File: src/acf_consts.svh
// Purpose: offsets, field positions, reset values and codes of the result formatter
// Assumes: included by bare name from every design file that needs a constant
// Notes:   definitions only
`ifndef ACF_CONSTS_SVH
`define ACF_CONSTS_SVH
// ----------------------------------------------------------------
// register byte offsets on the apb
// ----------------------------------------------------------------
`define ACF_OFS_SEL    8'h00
`define ACF_OFS_RES_LO 8'h04
`define ACF_OFS_RES_HI 8'h08
`define ACF_OFS_CTRL_B 8'h0C
`define ACF_OFS_MISC   8'h10
`define ACF_OFS_STAT   8'h14
// ----------------------------------------------------------------
// fields and reset values
// ----------------------------------------------------------------
`define ACF_SEL_RST    8'h00
`define ACF_REFS_HI    7
`define ACF_REFS_LO    6
`define ACF_LADJ_BIT   5
`define ACF_CH_MSB     4
`define ACF_BIN_BIT    0
`define ACF_AREF_BIT   0
`define ACF_REFERENCE_OUTPUT_PIN_BIT   1
`define ACF_DONE_BIT   0
`define ACF_CH_TEMP    5'h0B
`define ACF_CODE_ZERO  10'h000
`define ACF_CODE_MAX   10'h3FF
`define ACF_PAD6       6'h00
`define ACF_RD_ZERO    32'h0000_0000
`endif

File: src/acf_pkg.sv
// Purpose: types shared by the result formatter files
// Assumes: nothing
// Notes:   constants live in acf_consts.svh
package acf_pkg;
  // conversion kind derived from channel field and bipolar select
  typedef enum logic [1:0] {
    ACF_SINGLE   = 2'h0,
    ACF_UNIPOLAR = 2'h1,
    ACF_BIPOLAR  = 2'h3
  } acf_mode_e;
  // converter reference source
  typedef enum logic [1:0] {
    ACF_REF_SUPPLY = 2'h0,
    ACF_REF_EXTPIN = 2'h1,
    ACF_REF_INT1V1 = 2'h3,
    ACF_REF_INT2V5 = 2'h2
  } acf_ref_e;
endpackage

File: src/acf_fmt.sv
// Purpose: turns the raw signed conversion figure into the 10-bit result code
// Assumes: raw is already saturated to 11-bit signed by the analog side
// Notes:   pure combinational, registered by the top
`timescale 1ns/1ps
`include "acf_consts.svh"
module acf_fmt (
  // mode and raw figure
  input  wire acf_pkg::acf_mode_e mode,
  input  wire logic [10:0]        conv_raw,
  // formatted code
  output logic [9:0]              code
);
  import acf_pkg::*;
  // ----------------------------------------------------------------
  // code selection
  // ----------------------------------------------------------------
  // negative raw clamps to zero outside bipolar; halving gives the 512 scale
  wire       raw_neg   = conv_raw[10];
  wire [9:0] uni_code  = raw_neg ? `ACF_CODE_ZERO : conv_raw[9:0];
  wire [9:0] bip_code  = conv_raw[10:1];
  assign code = (mode == ACF_BIPOLAR) ? bip_code : uni_code;
endmodule

File: src/acf_refsel.sv
// Purpose: holds the selection the converter really uses and drives the reference pin
// Assumes: conv_busy and conv_done come from conversion timing on the same clock
// Notes:   software copy may change freely; this copy follows only at safe points
`timescale 1ns/1ps
`include "acf_consts.svh"
module acf_refsel (
  // clock and reset
  input  wire logic             pclk,
  input  wire logic             presetn,
  // software view
  input  wire logic [7:0]       sw_sel,
  input  wire logic             sw_aref_en,
  input  wire logic             sw_reference_output_pin_en,
  // converter status
  input  wire logic             conv_enable,
  input  wire logic             conv_busy,
  input  wire logic             conv_done,
  // active selection
  output logic [4:0]            act_channel_ff,
  output logic                  act_diff_ff,
  output logic                  act_gain20_ff,
  output logic                  temp_sensor_en_ff,
  output acf_pkg::acf_ref_e     ref_src_ff,
  // reference output pin
  output logic                  ref_out_level_ff,
  output logic                  ref_out_oe_n_ff
);
  import acf_pkg::*;
  // ----------------------------------------------------------------
  // decode of the software copy
  // ----------------------------------------------------------------
  // follow while idle and again in the completion cycle, so a mid-conversion
  // change cannot disturb the sample under way
  wire       load    = ~conv_busy | conv_done;
  wire [4:0] sw_ch   = sw_sel[`ACF_CH_MSB:0];
  wire       refs_hi = sw_sel[`ACF_REFS_HI];
  wire       refs_lo = sw_sel[`ACF_REFS_LO];
  // external enable wins only while the low select bit is clear
  wire acf_ref_e nxt_ref = ~refs_lo ? (sw_aref_en ? ACF_REF_EXTPIN : ACF_REF_SUPPLY)
                         : (refs_hi ? ACF_REF_INT2V5 : ACF_REF_INT1V1);
  // pin drives only for 01 or 11 with the converter on
  wire       nxt_drv = sw_reference_output_pin_en & conv_enable & refs_lo;
  // ----------------------------------------------------------------
  // active selection registers
  // ----------------------------------------------------------------
  always_ff @(posedge pclk or negedge presetn) begin
    if (!presetn) begin
      act_channel_ff    <= 5'h00;
      act_diff_ff       <= 1'b0;
      act_gain20_ff     <= 1'b0;
      temp_sensor_en_ff <= 1'b0;
      ref_src_ff        <= ACF_REF_SUPPLY;
      ref_out_level_ff  <= 1'b0;
      ref_out_oe_n_ff   <= 1'b1;
    end else begin
      if (load) begin
        act_channel_ff    <= sw_ch;
        act_diff_ff       <= sw_ch[`ACF_CH_MSB];
        act_gain20_ff     <= sw_ch[`ACF_CH_MSB] & sw_ch[0];
        temp_sensor_en_ff <= (sw_ch == `ACF_CH_TEMP);
        ref_src_ff        <= nxt_ref;
      end
      ref_out_oe_n_ff  <= ~nxt_drv;
      ref_out_level_ff <= refs_hi;                                 // high selects 2.56V
    end
  end
  // ----------------------------------------------------------------
  // checks
  // ----------------------------------------------------------------
  a_sel_locked_busy: assert property (@(posedge pclk) disable iff (!presetn)
    conv_busy && !conv_done |=> $stable(act_channel_ff) && $stable(ref_src_ff))
    else $error("active selection moved during a conversion");
  a_ref_pin_hiz: assert property (@(posedge pclk) disable iff (!presetn)
    !sw_reference_output_pin_en || !conv_enable |=> ref_out_oe_n_ff)
    else $error("reference pin driven while disabled");
  a_gain_select: assert property (@(posedge pclk) disable iff (!presetn)
    act_gain20_ff |-> act_diff_ff && act_channel_ff[0])
    else $error("gain setting does not match channel field");
endmodule

File: src/acf_top.sv
// Purpose: apb slave for channel/reference select and formatted 10-bit results
// Assumes: conv_done is a one-cycle pulse with conv_raw valid, all on pclk
// Notes:   each apb access takes one wait state; outputs come from flip-flops
//
// Functional notes
// - result bytes hold the finished code by the time the done flag rises.
// - single-ended code is vin*1024/vref, ground 0x000, top 0x3FF.
// - unipolar differential scales by 1024*gain/vref and clamps negatives to zero.
// - differential channels use gain 8x or 20x from the channel field.
// - differential runs unipolar after reset; bipolar only after software sets it.
// - bipolar code scales by 512, two's complement 0x200 to 0x1FF.
// - in bipolar results code bit 9 is the sign: top bit of the high byte left-adjusted, bit 1 right-adjusted.
// - reference pin floats unless enabled, converter on and select 01 or 11; 01 1.1V, 11 2.56V.
// - select register 8 bits read-write, reset zero, fields 7:6, 5, 4:0.
// - left-adjust bit changes result byte layout at once, even mid-conversion.
// - reference choice from select and external enable; changes wait for completion.
`timescale 1ns/1ps
`include "acf_consts.svh"
module acf_top (
  // clock and reset
  input  wire logic             pclk,
  input  wire logic             presetn,
  // apb slave
  input  wire logic             psel,
  input  wire logic             penable,
  input  wire logic             pwrite,
  input  wire logic [7:0]       paddr,
  input  wire logic [31:0]      pwdata,
  output logic [31:0]           prdata_ff,
  output logic                  pready_ff,
  output logic                  pslverr_ff,
  // conversion side
  input  wire logic             conv_enable,
  input  wire logic             conv_busy,
  input  wire logic             conv_done,
  input  wire logic [10:0]      conv_raw,
  // selection towards the analog front end
  output logic [4:0]            act_channel_ff,
  output logic                  act_diff_ff,
  output logic                  act_gain20_ff,
  output logic                  temp_sensor_en_ff,
  output acf_pkg::acf_ref_e     ref_src_ff,
  output acf_pkg::acf_mode_e    mode_ff,
  // reference output pin
  output logic                  ref_out_level_ff,
  output logic                  ref_out_oe_n_ff,
  // completion
  output logic                  conversion_done_flag_ff
);
  import acf_pkg::*;

  // ----------------------------------------------------------------
  // registers
  // ----------------------------------------------------------------
  logic [7:0] sel_ff;
  logic       bin_ff;
  logic       aref_en_ff;
  logic       reference_output_pin_en_ff;
  logic [9:0] result_ff;
  logic [9:0] fmt_code;

  // ----------------------------------------------------------------
  // apb phase decode
  // ----------------------------------------------------------------
  // first access cycle prepares the answer; the second one commits it
  wire acc_first = psel & penable & ~pready_ff;
  wire commit    = psel & penable & pready_ff;
  wire hit_sel   = (paddr == `ACF_OFS_SEL);
  wire hit_lo    = (paddr == `ACF_OFS_RES_LO);
  wire hit_hi    = (paddr == `ACF_OFS_RES_HI);
  wire hit_ctrl  = (paddr == `ACF_OFS_CTRL_B);
  wire hit_misc  = (paddr == `ACF_OFS_MISC);
  wire hit_stat  = (paddr == `ACF_OFS_STAT);
  wire hit_any   = hit_sel | hit_lo | hit_hi | hit_ctrl | hit_misc | hit_stat;
  // result bytes are read-only; writes there are dropped without error
  wire wr_sel    = commit & pwrite & hit_sel;
  wire wr_ctrl   = commit & pwrite & hit_ctrl;
  wire wr_misc   = commit & pwrite & hit_misc;
  wire clr_done  = commit & pwrite & hit_stat & pwdata[`ACF_DONE_BIT];

  // ----------------------------------------------------------------
  // result byte layout
  // ----------------------------------------------------------------
  // layout is picked at read time from the live bit, so a change shows at once
  wire       ladj    = sel_ff[`ACF_LADJ_BIT];
  wire [7:0] res_lo  = ladj ? {result_ff[1:0], `ACF_PAD6} : result_ff[7:0];
  wire [7:0] res_hi  = ladj ? result_ff[9:2] : {`ACF_PAD6, result_ff[9:8]};

  // ----------------------------------------------------------------
  // read mux
  // ----------------------------------------------------------------
  wire [31:0] rd_sel  = {24'h000000, sel_ff};
  wire [31:0] rd_lo   = {24'h000000, res_lo};
  wire [31:0] rd_hi   = {24'h000000, res_hi};
  wire [31:0] rd_ctrl = {31'h00000000, bin_ff};
  wire [31:0] rd_misc = {30'h00000000, reference_output_pin_en_ff, aref_en_ff};
  wire [31:0] rd_stat = {31'h00000000, conversion_done_flag_ff};
  wire [31:0] rd_mux  = hit_sel  ? rd_sel  :
                        hit_lo   ? rd_lo   :
                        hit_hi   ? rd_hi   :
                        hit_ctrl ? rd_ctrl :
                        hit_misc ? rd_misc :
                        hit_stat ? rd_stat : `ACF_RD_ZERO;

  // ----------------------------------------------------------------
  // conversion kind
  // ----------------------------------------------------------------
  // bipolar select only matters for differential channels
  wire acf_mode_e nxt_mode = ~act_diff_ff ? ACF_SINGLE :
                             (bin_ff ? ACF_BIPOLAR : ACF_UNIPOLAR);

  // ----------------------------------------------------------------
  // apb answer
  // ----------------------------------------------------------------
  // one wait state keeps prdata and pslverr straight from flip-flops
  always_ff @(posedge pclk or negedge presetn) begin
    if (!presetn) begin
      pready_ff  <= 1'b0;
      prdata_ff  <= `ACF_RD_ZERO;
      pslverr_ff <= 1'b0;
    end else begin
      pready_ff  <= acc_first;
      prdata_ff  <= (acc_first & ~pwrite) ? rd_mux : `ACF_RD_ZERO;
      pslverr_ff <= acc_first & ~hit_any;
    end
  end

  // ----------------------------------------------------------------
  // software registers
  // ----------------------------------------------------------------
  always_ff @(posedge pclk or negedge presetn) begin
    if (!presetn) begin
      sel_ff     <= `ACF_SEL_RST;
      bin_ff     <= 1'b0;
      aref_en_ff <= 1'b0;
      reference_output_pin_en_ff <= 1'b0;
    end else begin
      if (wr_sel) begin
        sel_ff <= pwdata[7:0];
      end
      if (wr_ctrl) begin
        bin_ff <= pwdata[`ACF_BIN_BIT];
      end
      if (wr_misc) begin
        aref_en_ff <= pwdata[`ACF_AREF_BIT];
        reference_output_pin_en_ff <= pwdata[`ACF_REFERENCE_OUTPUT_PIN_BIT];
      end
    end
  end

  // ----------------------------------------------------------------
  // result capture and completion flag
  // ----------------------------------------------------------------
  // one 10-bit word holds the code so both bytes come from one sample unless a completion lands between the two reads;
  // the flag rises on the same edge, and a new completion beats a clear
  always_ff @(posedge pclk or negedge presetn) begin
    if (!presetn) begin
      result_ff               <= `ACF_CODE_ZERO;
      conversion_done_flag_ff <= 1'b0;
      mode_ff                 <= ACF_SINGLE;
    end else begin
      mode_ff <= nxt_mode;
      if (conv_done) begin
        result_ff <= fmt_code;
      end
      conversion_done_flag_ff <= conv_done | (conversion_done_flag_ff & ~clr_done);
    end
  end

  // ----------------------------------------------------------------
  // formatter and selection
  // ----------------------------------------------------------------
  acf_fmt u_fmt (
    .mode     (nxt_mode),
    .conv_raw (conv_raw),
    .code     (fmt_code)
  );

  acf_refsel u_refsel (
    .pclk              (pclk),
    .presetn           (presetn),
    .sw_sel            (sel_ff),
    .sw_aref_en        (aref_en_ff),
    .sw_reference_output_pin_en        (reference_output_pin_en_ff),
    .conv_enable       (conv_enable),
    .conv_busy         (conv_busy),
    .conv_done         (conv_done),
    .act_channel_ff    (act_channel_ff),
    .act_diff_ff       (act_diff_ff),
    .act_gain20_ff     (act_gain20_ff),
    .temp_sensor_en_ff (temp_sensor_en_ff),
    .ref_src_ff        (ref_src_ff),
    .ref_out_level_ff  (ref_out_level_ff),
    .ref_out_oe_n_ff   (ref_out_oe_n_ff)
  );

  // ----------------------------------------------------------------
  // checks
  // ----------------------------------------------------------------
  a_result_with_flag: assert property (@(posedge pclk) disable iff (!presetn)
    conv_done |=> conversion_done_flag_ff && result_ff == $past(fmt_code))
    else $error("result not in place when done flag rose");

  a_single_code: assert property (@(posedge pclk) disable iff (!presetn)
    conv_done && nxt_mode == ACF_SINGLE && !conv_raw[10]
    |=> result_ff == $past(conv_raw[9:0]))
    else $error("single-ended code differs from raw figure");

  a_unipolar_clamp: assert property (@(posedge pclk) disable iff (!presetn)
    conv_done && nxt_mode == ACF_UNIPOLAR && conv_raw[10]
    |=> result_ff == `ACF_CODE_ZERO)
    else $error("negative unipolar difference not clamped");

  a_bipolar_scale: assert property (@(posedge pclk) disable iff (!presetn)
    conv_done && nxt_mode == ACF_BIPOLAR |=> result_ff == $past(conv_raw[10:1]))
    else $error("bipolar code not half-scaled two's complement");

  a_bipolar_sign: assert property (@(posedge pclk) disable iff (!presetn)
    conv_done && nxt_mode == ACF_BIPOLAR |=> result_ff[9] == $past(conv_raw[10]))
    else $error("bipolar sign bit wrong");

  a_bin_write_only: assert property (@(posedge pclk) disable iff (!presetn)
    !$stable(bin_ff) |-> $past(wr_ctrl))
    else $error("bipolar select moved without a write");

  a_sel_write: assert property (@(posedge pclk) disable iff (!presetn)
    wr_sel |=> sel_ff == $past(pwdata[7:0]))
    else $error("select register did not take write data");

  a_left_adjust_read: assert property (@(posedge pclk) disable iff (!presetn)
    acc_first && !pwrite && hit_hi && ladj |=> prdata_ff[7:0] == $past(result_ff[9:2]))
    else $error("left-adjusted high byte wrong");

  a_result_only_done: assert property (@(posedge pclk) disable iff (!presetn)
    !$stable(result_ff) |-> $past(conv_done))
    else $error("result changed outside a completion");

  a_apb_one_wait: assert property (@(posedge pclk) disable iff (!presetn)
    psel && penable && !pready_ff |=> pready_ff ##1 !pready_ff)
    else $error("apb answer not after exactly one wait state");

  // ----------------------------------------------------------------
  // read path, flag, code, select hold, mode and apb ready checks
  // ----------------------------------------------------------------
  // a completion in the clearing cycle must survive, or software misses a result
  a_flag_set_wins: assert property (@(posedge pclk) disable iff (!presetn)
    conv_done && clr_done |=> conversion_done_flag_ff)
    else $error("completion lost to a clear");

  a_flag_cleared: assert property (@(posedge pclk) disable iff (!presetn)
    clr_done && !conv_done |=> !conversion_done_flag_ff)
    else $error("done flag survived a clear");

  a_unipolar_code: assert property (@(posedge pclk) disable iff (!presetn)
    conv_done && nxt_mode == ACF_UNIPOLAR && !conv_raw[10]
    |=> result_ff == $past(conv_raw[9:0]))
    else $error("unipolar code differs from raw figure");

  a_single_clamp: assert property (@(posedge pclk) disable iff (!presetn)
    conv_done && nxt_mode == ACF_SINGLE && conv_raw[10] |=> result_ff == `ACF_CODE_ZERO)
    else $error("negative single-ended figure not clamped");

  a_right_adjust_lo: assert property (@(posedge pclk) disable iff (!presetn)
    acc_first && !pwrite && hit_lo && !ladj |=> prdata_ff[7:0] == $past(result_ff[7:0]))
    else $error("right-adjusted low byte wrong");

  a_left_adjust_lo: assert property (@(posedge pclk) disable iff (!presetn)
    acc_first && !pwrite && hit_lo && ladj |=> prdata_ff[7:0] == {$past(result_ff[1:0]), `ACF_PAD6})
    else $error("left-adjusted low byte wrong");

  a_right_adjust_hi: assert property (@(posedge pclk) disable iff (!presetn)
    acc_first && !pwrite && hit_hi && !ladj |=> prdata_ff[7:0] == {`ACF_PAD6, $past(result_ff[9:8])})
    else $error("right-adjusted high byte wrong");

  a_upper_bits_zero: assert property (@(posedge pclk) disable iff (!presetn)
    pready_ff |-> prdata_ff[31:8] == 24'h000000)
    else $error("upper read bits not zero");

  a_sel_read: assert property (@(posedge pclk) disable iff (!presetn)
    acc_first && !pwrite && hit_sel |=> prdata_ff[7:0] == $past(sel_ff))
    else $error("select register read wrong");

  a_sel_hold: assert property (@(posedge pclk) disable iff (!presetn)
    !wr_sel |=> $stable(sel_ff))
    else $error("select register moved without a write");

  a_mode_unipolar: assert property (@(posedge pclk) disable iff (!presetn)
    act_diff_ff && !bin_ff |=> mode_ff == ACF_UNIPOLAR)
    else $error("differential not unipolar while bipolar clear");

  a_mode_bipolar: assert property (@(posedge pclk) disable iff (!presetn)
    act_diff_ff && bin_ff |=> mode_ff == ACF_BIPOLAR)
    else $error("differential not bipolar while bipolar set");

  a_unmapped_error: assert property (@(posedge pclk) disable iff (!presetn)
    acc_first && !hit_any |=> pslverr_ff && prdata_ff == `ACF_RD_ZERO)
    else $error("unmapped access not refused");

  a_write_reads_zero: assert property (@(posedge pclk) disable iff (!presetn)
    acc_first && pwrite |=> prdata_ff == `ACF_RD_ZERO)
    else $error("read data shown on a write");

  a_ready_one_cycle: assert property (@(posedge pclk) disable iff (!presetn)
    pready_ff |=> !pready_ff)
    else $error("ready held longer than one cycle");
endmodule

File: config.mk
export PLATFORM = sky130hd
export DESIGN_NAME = acf_top
export DESIGN_NICKNAME = d
export VERILOG_FILES = /design/src/acf_pkg.sv /design/src/acf_fmt.sv /design/src/acf_refsel.sv /design/src/acf_top.sv
export VERILOG_INCLUDE_DIRS = /design/src /design/src/src
export SDC_FILE = /design/constraint.sdc
export NUM_CORES = 1
export LEC_CHECK = 0
export ABC_AREA = 1
export ABC_CLOCK_PERIOD_IN_PS = 3710
export BUFFER_PORTS_ARGS = -buffer_cell sky130_fd_sc_hd__buf_2
export CAP_MARGIN = 20
export CORE_MARGIN = 2
export CORE_UTILIZATION = 35
export DETAILED_ROUTE_END_ITERATION = 8
export GPL_TIMING_DRIVEN = 0
export PLACE_DENSITY = 0.7
export SLEW_MARGIN = 20
export SYNTH_ARGS = -nofsm -noshare
export SYNTH_HDL_FRONTEND = slang
export SYNTH_SLANG_ARGS = --single-unit
File: constraint.sdc
create_clock -name pclk -period 3.71 [get_ports pclk]
set_input_delay 0.1855 -clock pclk [delete_from_list [all_inputs] [get_ports pclk]]
set_output_delay 0.1855 -clock pclk [all_outputs]
set_load 0.02 [all_outputs]
======== After elaboration in Yosys (flattened, before gate mapping) ========
Index checks and enable logic that the tools add are counted.
operators by class
  bitwise gates (word level) .............. 28
  multiplexer cells ....................... 16
  reduce and logical (&&, ||, !) cells .... 1
  equality and inequality tests ........... 7
operators with widths
  operator                                                         number
  8-bit 2-to-1 mux                                                 6
  10-bit 2-to-1 mux                                                2
  8-bit by 4-bit == test with 1-bit output, second input constant  2
  8-bit by 5-bit == test with 1-bit output, second input constant  2
  1-bit bitwise AND                                                15
  2-bit 2-to-1 mux                                                 5
  8-bit by 3-bit == test with 1-bit output, second input constant  1
  8-bit logical NOT                                                1
  1-bit OR                                                         7
  1-bit inverter                                                   6
  5-bit by 4-bit == test with 1-bit output, second input constant  1
  1-bit 2-to-1 mux                                                 3
  2-bit == test, second input constant                             1
storage, ports and cells
  bits of input ports ..................... 59
  register bits after elaboration ......... 46

======== Longest topological paths before layout ========
Gate-level depths: netlist of the first run.
  depth after elaboration ................. 8
  depth in mapped cells ................... 10
  mapped depth without buffers ............ 10

======== Cells and area by module ========
Synthesis of the first run repeated with hierarchy kept, for this count alone.
unflattened totals
  cells, all modules ...................... 319
  area, all modules ....................... 2507.4 um^2
modules (own cells, without submodules)
  module      area each (um^2)  cells an instance  sequential area each (um^2)  times used
  acf_top     1875.5            235                850.8                        1
  acf_refsel  461.7             50                 276.5                        1
  acf_fmt     170.2             34                 0.0                          1

======== Worst setup path after synthesis of the first run ========
OpenSTA, ideal clock, no wires.
  path type ............................... reg-to-reg
  start ................................... reg pready_ff
  end ..................................... reg sel_ff[6]
  path slack .............................. 2.276 ns
  arrival ................................. 1.309 ns
  required time ........................... 3.585 ns
  setup time .............................. 0.125 ns
  cell stages (with the launch flop) ...... 6
  path through ............................ dfrtp_1 nand2_1 nor2_1 nand2_4 buf_6 mux2_4
between the ends
  word-level cells in the longest chain between the ends .. 3
ends and longest elaborated chain
  what                            line            RTL
  from (decl)                     acf_top.sv:30   output logic pready_ff,
  from (signal assigned)          acf_top.sv:122  pready_ff <= acc_first;
  1-bit bitwise AND               acf_top.sv:67   wire commit = psel & penable & pready_ff;
  1-bit bitwise AND (2 in a row)  acf_top.sv:76   wire wr_sel = commit & pwrite & hit_sel;
  to (signal assigned)            acf_top.sv:133  sel_ff <= `ACF_SEL_RST;
  to (signal assigned)            acf_top.sv:139  sel_ff <= pwdata[7:0];
  to (decl)                       acf_top.sv:55   logic [7:0] sel_ff;
Every way passes these cells.
A chain may end at the register's enable or synchronous reset.

======== Worst setup path after layout of the first run ========
  start ................................... reg pready_ff
  end ..................................... reg sel_ff[7]
Same word-level chain as after synthesis.

==> reports/results.txt, run 1 <==
status: finished clean
hold path depth: 2
Diodes inserted: 0
IO Count: 108
first-pass GRT wire length: 9330 um
Synth top area share: 46.8%
I/O Buffers: 59
antenna viol nets, final: 0
synthesis-to-layout area growth: 26.5%
CP Capture Type: flop
Critical R2R Launch: pready_ff
Via Count: 2054
Yosys Warn Count: 0
Mapped Area: 2350 um^2
routability cong.: 0.831
Distinct cells, synth: 29
reg2reg path depth: 5
RSZ-0062 raised after global routing: false
fmax: 699 MHz
worst-case hold path end point: u_refsel.ref_out_oe_n_ff
startpoint types: flop
fin nets: 431
Net Sw Frac: 24.0%
Pleak: 1.72 nW
Flop pwr share: 47.3%
DR iter-0 viols: 121
antenna violations before repair: 0
Final TNS setup: 0 ns
Max Slew Vio Count: 0
most frequent cells in the layout: buf_2 (58), nand2_1 (52), dfrtp_1 (44)
Worst Hold Class: in -> reg
critical path depth: 5
largest stage delay on the critical path: 0.37 ns
dpl hpwl: 4370 um
die height: 86 um
global route overflow: 0
Reg2Reg Setup Slack: 2.28 ns
placed cell areas: 2830 um^2
Final Hold Fails: 0
GR Util All Layers: 15.8%
fin area: 2980 um^2
critical-path cell list: nand2_1, nor2_1, nand2_4, buf_6, mux2_4
largest net degree at the start of global routing: 46
worst r2r dst: sel_ff[7]
Internal: 0.000818 W
CTS tree: yes
First-pass DRT Iterations: 4
layout cell share with drive strength beyond 1: 29.2%
core area: 6420 um^2
final period utilization: 38.6%
final wirelength: 5600 um
commonest non-fill, non-tap cell in the layout: buf_2
Routed WL per cell: 12.4 um
Worst setup startpoint: pready_ff
area of the multi-input gates: 948 um^2
total of max-cap violations: 0
maximum VDD drop: 0.161 mV
CTS root buf: clkbuf_8
vias in the first global route: 1969
Top delay family on crit path: simple AND/OR/NAND/NOR gates
Rows: 29
Worst Tran Pin Value: 0.571 ns
H-tree Lvls: 2
Residual DRC: 0
ranking of synthesized cells by area: dfrtp_1 (47%), nand2_1 (8.3%), buf_4 (8.0%)
Crit-path slowest cell: dfrtp_1
Tmin final: 1.43 ns
Clk pwr share: 40.9%
Worst Path Max Fanout: 10
Avg Cell Area, Syn: 8.35 um^2
# fillers: 634
Slew HR: 62.0%
Die Area: 7400 um^2
Worst-Skew Late Latency: 0.30 ns
Max Buffers Root-to-Sink: 2
Final Setup Violations: 0
Die Width: 86 um
Post-Syn Instances: 282
CTS Sinks: 45
Layout Skew: 0.00587 ns
area leader, netlist: dfrtp_1
critical path class: reg -> reg
clock-pin slew on the worst setup and hold paths: 0.09 ns
#FFs+latches synth: 45
pwr/cell area: 361 nW/um^2
TritonCTS Buffers: 5
Initial Utilization: 36.6%
Vias/cell: 4.56
Comb pwr share: 11.8%
register area share after synthesis: 47.9%
net switching component of the power: 0.000258 W
CP required: 3.90 ns
Hold Crit Start: conv_enable
area occupied by registers: 1130 um^2
Crit path arrival time: 1.63 ns
Buffers & Inverters on Critical Path: 1
synth_stat cells:
cell / count
inv_1: 36
nand2_2: 2
a31oi_1: 12
nand3_1: 17
buf_4: 25
o21ai_0: 15
clkinv_1: 1
o41ai_1: 1
nand2_4: 1
o21ai_1: 3
o211ai_1: 2
nor2_2: 3
nand4_1: 1
mux2_1: 1
nor3_1: 3
dfrtp_1: 44
mux2_4: 2
mux2_2: 4
inv_2: 2
nand2_1: 52
a21o_1: 1
a21oi_1: 13
nor2_8: 1
dfstp_2: 1
a22oi_1: 7
clkbuf_1: 5
buf_6: 1
conb_1: 1
nor2_1: 25
power by group through the flow:
| stage | logic (W) | clock network, W | registers [W] |
|---|---|---|---|
| after global routing | 0.000143 | 0.000463 | 0.000511 |
| final | 0.000127 | 0.000440 | 0.000509 |
| after floorplan | 0.0000785 | 0 | 0.000519 |
| after CTS | 0.000127 | 0.000447 | 0.000509 |
| after global placement | 0.000125 | 0 | 0.000519 |
| after detailed placement | 0.000126 | 0 | 0.000519 |
per-layer routing:
| layer | track usage [%] | share of wire [%] |
|---|---|---|
| met1 | 22.5 | 47 |
| met2 | 24.9 | 46 |
| met3 | 3.18 | 5.5 |
| met4 | 3.61 | 0.91 |
| met5 | 0 | 0 |
area by class of cell:
class	count	area share, %
timing repair buffer	60	10.3
clock buffer	5	2.31
sequential	45	37.9
inverter	39	4.92
multi-input combinational	190	31.8
tap	77	3.24
buffer	31	7.31
clock inverter	3	2.18
what timing repair did:
item | in CTS | in global routing
hold buffers | 0 | 1
setup endpoints to repair | 0 | 0
endpoints found under the hold margin | 0 | 44
setup buffers | 0 | 0
gates resized for setup | 0 | 0
registers in the layout (all words and copies together), names as in the netlist, 2 cells and up:
register,cells
sel_ff,8
mode_ff,2
result_ff,10
u_refsel.ref_src_ff,2
u_refsel.act_channel_ff,4
prdata_ff,8
worst max path at each step:
| stage | endpoint | slack [ns] |
|---|---|---|
| after CTS | sel_ff[7] | 2.27 |
| after global placement | sel_ff[6] | 2.26 |
| after global routing | sel_ff[7] | 2.18 |
| final | sel_ff[7] | 2.28 |
| after floorplan | sel_ff[6] | 2.28 |
| after detailed placement | sel_ff[7] | 2.24 |
stage by stage:
stage / setup slack (ns) / power, W / util, % / hold slack [ns] / instances
final: 2.28 / 0.00108 / 46.4 / 0.0215 / 450
after CTS: 2.27 / 0.00108 / 46.2 / 0.0204 / 449
after global routing: 2.18 / 0.00112 / 46.4 / 0.0380 / 450
after global placement: 2.26 / 0.000644 / 44.1 / 0.345 / 441
after detailed placement: 2.24 / 0.000645 / 44.1 / 0.345 / 441
after floorplan: 2.28 / 0.000597 / - / -0.110 / 305
cell families after synthesis:
family | synth area share [%]
simple gates | 19.5
buf+inv | 15.5
compound gates | 13.3
flops | 47.9
mux | 3.67
other cells | 0.159
Power figures use the tool's default switching activity.
==> run 2: changes to the inputs <==
--- a/config.mk
+++ b/config.mk
@@ -7,7 +7,7 @@
 export NUM_CORES = 1
 export LEC_CHECK = 0
 export ABC_AREA = 1
-export ABC_CLOCK_PERIOD_IN_PS = 3710
+export ABC_CLOCK_PERIOD_IN_PS = 1400
 export BUFFER_PORTS_ARGS = -buffer_cell sky130_fd_sc_hd__buf_2
 export CAP_MARGIN = 20
 export CORE_MARGIN = 2
==> constraint.sdc (replaced) <==
create_clock -name pclk -period 1.4 [get_ports pclk]
set_input_delay 0.07 -clock pclk [delete_from_list [all_inputs] [get_ports pclk]]
set_output_delay 0.07 -clock pclk [all_outputs]
set_load 0.02 [all_outputs]
==> run 2 against run 1 <==
Against the previous run:
- sequential share of layout area grew 0.30 points
- combinational power grew to 2.7 times the previous value
- non-clock buffer count up 1
- clock-buffer cell count up 2
- design area shrank 0.80%
- sequential power grew to 2.7 times the previous value
- setup slack worse by 2.2 ns
- critical path type unchanged
- largest power group unchanged
==> reports/results.txt, run 2 (synthesis results as in run 1) <==
post-route setup slack: 0.0991 ns (was 2.28 ns)
hold path depth: 2 (unchanged)
Layout Skew: 0.00313 ns (was 0.00587 ns)
Diodes inserted: 0 (unchanged)
Pleak: 1.71 nW (was 1.72 nW)
final wirelength: 5640 um (was 5600 um)
Die Area: 7400 um^2 (unchanged)
pwr/cell area: 846 nW/um^2 (was 361 nW/um^2)
final period utilization: 92.9% (was 38.6%)
Tmin final: 1.30 ns (was 1.43 ns)
CP required: 1.58 ns (was 3.90 ns)
Final TNS setup: 0 ns (unchanged)
GR Util All Layers: 15.9% (was 15.8%)
CTS root buf: clkbuf_8 (unchanged)
clock-pin slew on the worst setup and hold paths: 0.08 ns (was 0.09 ns)
Slew HR: 61.3% (was 62.0%)
Worst Tran Pin Value: 0.581 ns (was 0.571 ns)
Power Total: 0.00250 W (was 0.00108 W)
biggest regs: result_ff x10, prdata_ff x8, sel_ff x8 (unchanged)
commonest non-fill, non-tap cell in the layout: buf_2 (unchanged)
RSZ-0062 raised after global routing: false (unchanged)
Crit-path slowest cell: dfrtp_1 (unchanged)
post-CTS setup repair buffer count: 0 (unchanged)
Die Width: 86 um (unchanged)
global route overflow: 0 (unchanged)
Worst Hold Class: in -> reg (unchanged)
# fillers: 673 (was 634)
CTS tree: yes (unchanged)
Max Buffers Root-to-Sink: 2 (unchanged)
core area: 6420 um^2 (unchanged)
IO Count: 108 (unchanged)
CP Capture Type: flop (unchanged)
maximum VDD drop: 0.520 mV (was 0.161 mV)
Routed WL per cell: 12.5 um (was 12.4 um)
First-pass DRT Iterations: 4 (unchanged)
layout cell share with drive strength beyond 1: 29.8% (was 29.2%)
fmax: 769 MHz (was 699 MHz)
H-tree Lvls: 2 (unchanged)
Residual DRC: 0 (unchanged)
Worst-Skew Late Latency: 0.29 ns (was 0.30 ns)
Final Hold Fails: 0 (unchanged)
Vias/cell: 4.58 (was 4.56)
area occupied by registers: 1130 um^2 (unchanged)
Place WS: 0.0579 ns (was 2.24 ns)
vias in the first global route: 2006 (was 1969)
status: finished clean (unchanged)
critical-path cell list: nand2_1, nor2_2, nand2_4, buf_6, mux2_4 (was nand2_1, nor2_1, nand2_4, buf_6, mux2_4)
reg2reg path depth: 5 (unchanged)
dpl hpwl: 4340 um (was 4370 um)
TritonCTS Buffers: 5 (unchanged)
Rows: 29 (unchanged)
area of the multi-input gates: 953 um^2 (was 948 um^2)
number of flip-flops in the largest register: 10 (unchanged)
critical path class: reg -> reg (unchanged)
most frequent cells in the layout: buf_2 (58), nand2_1 (51), dfrtp_1 (44) (was buf_2 (58), nand2_1 (52), dfrtp_1 (44))
synthesis-to-layout area growth: 25.5% (was 26.5%)
fin area: 2950 um^2 (was 2980 um^2)
Reg with most FFs: result_ff (unchanged)
Via Count: 2063 (was 2054)
Worst Path Max Fanout: 10 (unchanged)
total of max-cap violations: 0 (unchanged)
Initial Utilization: 36.6% (unchanged)
fin nets: 432 (was 431)
DR iter-0 viols: 93 (was 121)
largest stage delay on the critical path: 0.36 ns (was 0.37 ns)
largest net degree at the start of global routing: 46 (unchanged)
routability cong.: 0.826 (was 0.831)
antenna viol nets, final: 0 (unchanged)
antenna violations before repair: 0 (unchanged)
placed cell areas: 2830 um^2 (about the same)
first-pass GRT wire length: 9380 um (was 9330 um)
CTS Sinks: 45 (unchanged)
Final Setup Violations: 0 (unchanged)
Max Slew Vio Count: 0 (unchanged)
Crit path arrival time: 1.48 ns (was 1.63 ns)
I/O Buffers: 59 (unchanged)
die height: 86 um (unchanged)
startpoint types: flop (unchanged)
## run 2: stage by stage
step           utilization (%)  hold WS (ns)  instances
2_1_floorplan                -        -0.226        305
3_3_place_gp              44.1         0.230        441
3_5_place_dp              44.1         0.229        441
4_1_cts                   45.9       0.00510        451
5_1_grt                   46.0       0.00445        450
6_report                  46.0       0.00624        450
## run 2: final cells by class
class,instances,area share [%]
inverters,39,4.96
plain buffers,30,7.33
flip-flops and latches,45,38.2
well taps,77,3.26
multi-input cells,190,32.3
repair buffers,62,11.1
clock buffers,7,2.92
## run 2: layer usage
metal,vias up,share of wire [%],global-route usage (%)
met1,954,47,22.2
met4,0,0.78,3.46
met3,5,5.2,3.08
li1,1046,-,-
met5,-,0,0
met2,58,47,25.9
## run 2: worst paths after layout
check	from	endpoint	slack (ns)
worst max-delay path	pready_ff	sel_ff[6]	0.1
worst min-delay path	pwdata[6]	sel_ff[6]	0.006
worst max register to register	pready_ff	sel_ff[6]	0.1
worst min register to register	sel_ff[7]	u_refsel.ref_out_level_ff	0.46
max in group asynchronous	presetn	bin_ff	0.69
min in group asynchronous	presetn	mode_ff[1]	0.31
## run 2: worst max-delay path, delay by kind of cell (launching register included)
| kind | cells | cell delay, ns |
|---|---|---|
| mux | 1 | 0.29 |
| flops | 1 | 0.36 |
| simple gates | 3 | 0.39 |
| buf+inv | 1 | 0.15 |
## run 2: power by group
group	internal [W]	total [W]	leakage (nW)	switching [W]
Clock	0.000392	0.000807	0.0443	0.000415
Combinational	0.000132	0.000344	1.08	0.000212
Sequential	0.00133	0.00135	0.582	0.0000186
Total	0.00185	0.00250	1.71	0.000645
## run 2: what timing repair did
item / 4_1_cts / 5_1_grt
endpoints found under the setup margin: 0 / 9
hold buffers: 3 / 0
hold endpoints to repair: 46 / 0
resized for setup: 0 / 5
==> run 3: changes to the inputs <==
--- a/config.mk
+++ b/config.mk
@@ -11,10 +11,10 @@
 export BUFFER_PORTS_ARGS = -buffer_cell sky130_fd_sc_hd__buf_2
 export CAP_MARGIN = 20
 export CORE_MARGIN = 2
-export CORE_UTILIZATION = 35
+export CORE_UTILIZATION = 45
 export DETAILED_ROUTE_END_ITERATION = 8
 export GPL_TIMING_DRIVEN = 0
-export PLACE_DENSITY = 0.7
+export PLACE_DENSITY = 0.84
 export SLEW_MARGIN = 20
 export SYNTH_ARGS = -nofsm -noshare
 export SYNTH_HDL_FRONTEND = slang
==> run 3 against run 2 <==
Against the previous run:
- global-route usage up 3.5 points
- setup slack worse by 0.033 ns
- clock power down 2.6%
- power down 0.76%
- sequential share of layout area decreased by 0.065 points
- die area fell by 21%
- clock-buffer cell count down 1
- combinational power is essentially flat
- wire length fell by 3.7%
- hold slack better by 0.0072 ns
- sequential power barely moved
- cell count shrank 0.89%
- critical path type unchanged
==> reports/results.txt, run 3 (synthesis results as in run 1) <==
status: finished clean (unchanged)
maximum VDD drop: 0.638 mV (was 0.520 mV)
# fillers: 495 (was 673)
Final Setup Violations: 0 (unchanged)
antenna violations before repair: 0 (unchanged)
dpl hpwl: 4120 um (was 4340 um)
Hold Crit Start: pwdata[2] (was pwdata[6])
Rows: 26 (was 29)
GR Util All Layers: 19.5% (was 15.9%)
Worst-Skew Late Latency: 0.30 ns (was 0.29 ns)
routability cong.: 0.868 (was 0.826)
largest net degree at the start of global routing: 46 (unchanged)
synthesis-to-layout area growth: 25.7% (was 25.5%)
H-tree Lvls: 2 (unchanged)
fin area: 2960 um^2 (was 2950 um^2)
layout cell share with drive strength beyond 1: 29.5% (was 29.8%)
Net Sw Frac: 26.9% (was 25.8%)
Worst Hold Class: in -> reg (unchanged)
Max Slew Vio Count: 0 (unchanged)
Reg with most FFs: result_ff (unchanged)
Final TNS setup: 0 ns (unchanged)
Crit-path slowest cell: dfrtp_1 (unchanged)
Flop pwr share: 54.4% (was 54.0%)
startpoint types: flop (unchanged)
critical path class: reg -> reg (unchanged)
CP Capture Type: flop (unchanged)
pwr/cell area: 838 nW/um^2 (was 846 nW/um^2)
Clk pwr share: 31.7% (was 32.3%)
first-pass GRT wire length: 9140 um (was 9380 um)
Initial Utilization: 46.4% (was 36.6%)
Routed WL per cell: 12.2 um (was 12.5 um)
Worst Tran Pin Value: 0.559 ns (was 0.581 ns)
CTS tree: yes (unchanged)
final period utilization: 95.3% (was 92.9%)
Tmin final: 1.33 ns (was 1.30 ns)
Reg2Reg Setup Slack: 0.07 ns (was 0.1 ns)
Pleak: 1.72 nW (was 1.71 nW)
Diodes inserted: 0 (unchanged)
most frequent cells in the layout: buf_2 (58), nand2_1 (52), dfrtp_1 (44) (was buf_2 (58), nand2_1 (51), dfrtp_1 (44))
number of flip-flops in the largest register: 10 (unchanged)
Critical R2R Launch: pready_ff (unchanged)
Slew HR: 62.8% (was 61.3%)
Worst Path Max Fanout: 6 (was 10)
final wirelength: 5430 um (was 5640 um)
vias in the first global route: 2007 (was 2006)
reg2reg path depth: 5 (unchanged)
largest stage delay on the critical path: 0.40 ns (was 0.36 ns)
area of the multi-input gates: 951 um^2 (was 953 um^2)
die height: 76.3 um (was 86 um)
placed cell areas: 2830 um^2 (about the same)
I/O Buffers: 59 (unchanged)
Crit path arrival time: 1.54 ns (was 1.48 ns)
fin nets: 434 (was 432)
critical-path cell list: nor2_1, nand2_1, inv_1, o21ai_0, a21oi_1 (was nand2_1, nor2_2, nand2_4, buf_6, mux2_4)
IO Count: 108 (unchanged)
Die Width: 76.3 um (was 86 um)
commonest non-fill, non-tap cell in the layout: buf_2 (unchanged)
CP required: 1.61 ns (was 1.58 ns)
Comb pwr share: 13.9% (was 13.8%)
First-pass DRT Iterations: 4 (unchanged)
hold path depth: 2 (unchanged)
Internal: 0.00181 W (was 0.00185 W)
Max Buffers Root-to-Sink: 2 (unchanged)
total of max-cap violations: 0 (unchanged)
clock-pin slew on the worst setup and hold paths: 0.08 ns (about the same)
Final Hold Fails: 0 (unchanged)
worst r2r dst: prdata_ff[6] (was sel_ff[6])
TritonCTS Buffers: 5 (unchanged)
biggest regs: result_ff x10, prdata_ff x8, sel_ff x8 (unchanged)
CTS Sinks: 45 (unchanged)
CTS root buf: clkbuf_8 (unchanged)
area occupied by registers: 1130 um^2 (unchanged)
DR iter-0 viols: 163 (was 93)
fmax: 750 MHz (was 769 MHz)
Die Area: 5820 um^2 (was 7400 um^2)
Vias/cell: 4.77 (was 4.58)
global route overflow: 0 (unchanged)
worst-case hold path end point: sel_ff[2] (was sel_ff[6])
RSZ-0062 raised after global routing: false (unchanged)
net switching component of the power: 0.000669 W (was 0.000645 W)
antenna viol nets, final: 0 (unchanged)
core area: 5070 um^2 (was 6420 um^2)
Residual DRC: 0 (unchanged)
Via Count: 2129 (was 2063)
Layout Skew: 0.00626 ns (was 0.00313 ns)
-- run 3: cell type report --
cell class | instances | share of cell area [%]
Sequential cell | 45 | 38.1
Multi-Input combinational cell | 190 | 32.1
Timing Repair Buffer | 64 | 11.8
Buffer | 30 | 7.32
Inverter | 39 | 4.95
Tap cell | 70 | 2.96
Clock buffer | 6 | 2.45
Clock inverter | 2 | 0.338
-- run 3: power by group through the flow --
stage | Clock, W | Combinational [W] | Sequential, W
3_5_place_dp | 0 | 0.000331 | 0.00138
3_3_place_gp | 0 | 0.000325 | 0.00137
4_1_cts | 0.000795 | 0.000340 | 0.00135
2_1_floorplan | 0 | 0.000208 | 0.00138
5_1_grt | 0.000864 | 0.000382 | 0.00135
6_report | 0.000786 | 0.000346 | 0.00135
-- run 3: worst max-delay path: cells and delay by family, from the launching register on --
family                 cells  cell delay [ns]
DFF                        1             0.40
buffers and inverters      1             0.12
AOI/OAI and AO/OA          2             0.28
and+or+nand+nor            2             0.45
-- run 3: what timing repair did --
| action | in CTS | in global routing |
|---|---|---|
| gates resized for setup | 0 | 4 |
| buffers inserted | 0 | 0 |
| hold endpoints to repair | 47 | 1 |
| hold buffers | 4 | 1 |
| endpoints found under the setup margin | 0 | 10 |
-- run 3: routing by layer --
layer	up-vias	GRT usage (%)	routed length, um
met3	8	4.38	404
met5	-	0	0
met1	981	25.7	2310
met4	0	7.45	88
li1	1053	-	-
met2	87	31.3	2630
-- run 3: worst max-delay path by stage --
stage                   start      endpoint  slack [ns]  cells after the start
floorplan           pready_ff     sel_ff[6]        0.05                      5
global placement     paddr[1]     sel_ff[7]        0.09                      7
detailed placement   paddr[1]     sel_ff[7]        0.05                      7
CTS                    bin_ff  result_ff[1]        0.07                      5
global route        pready_ff     sel_ff[7]       0.002                      5
finish              pready_ff  prdata_ff[6]        0.07                      5
-- run 3: through the flow --
| stage | hold slack (ns) | worst slack (ns) | power, W | instances | util, % |
|---|---|---|---|---|---|
| final | 0.0134 | 0.0662 | 0.00248 | 446 | 58.3 |
| after CTS | 0.000810 | 0.0678 | 0.00248 | 446 | 58.1 |
| after floorplan | -0.226 | 0.0457 | 0.00158 | 305 | - |
| after detailed placement | 0.234 | 0.0496 | 0.00171 | 434 | 55.7 |
| after global routing | 0.00808 | 0.00156 | 0.00260 | 446 | 58.3 |
| after global placement | 0.230 | 0.0860 | 0.00170 | 434 | 55.7 |
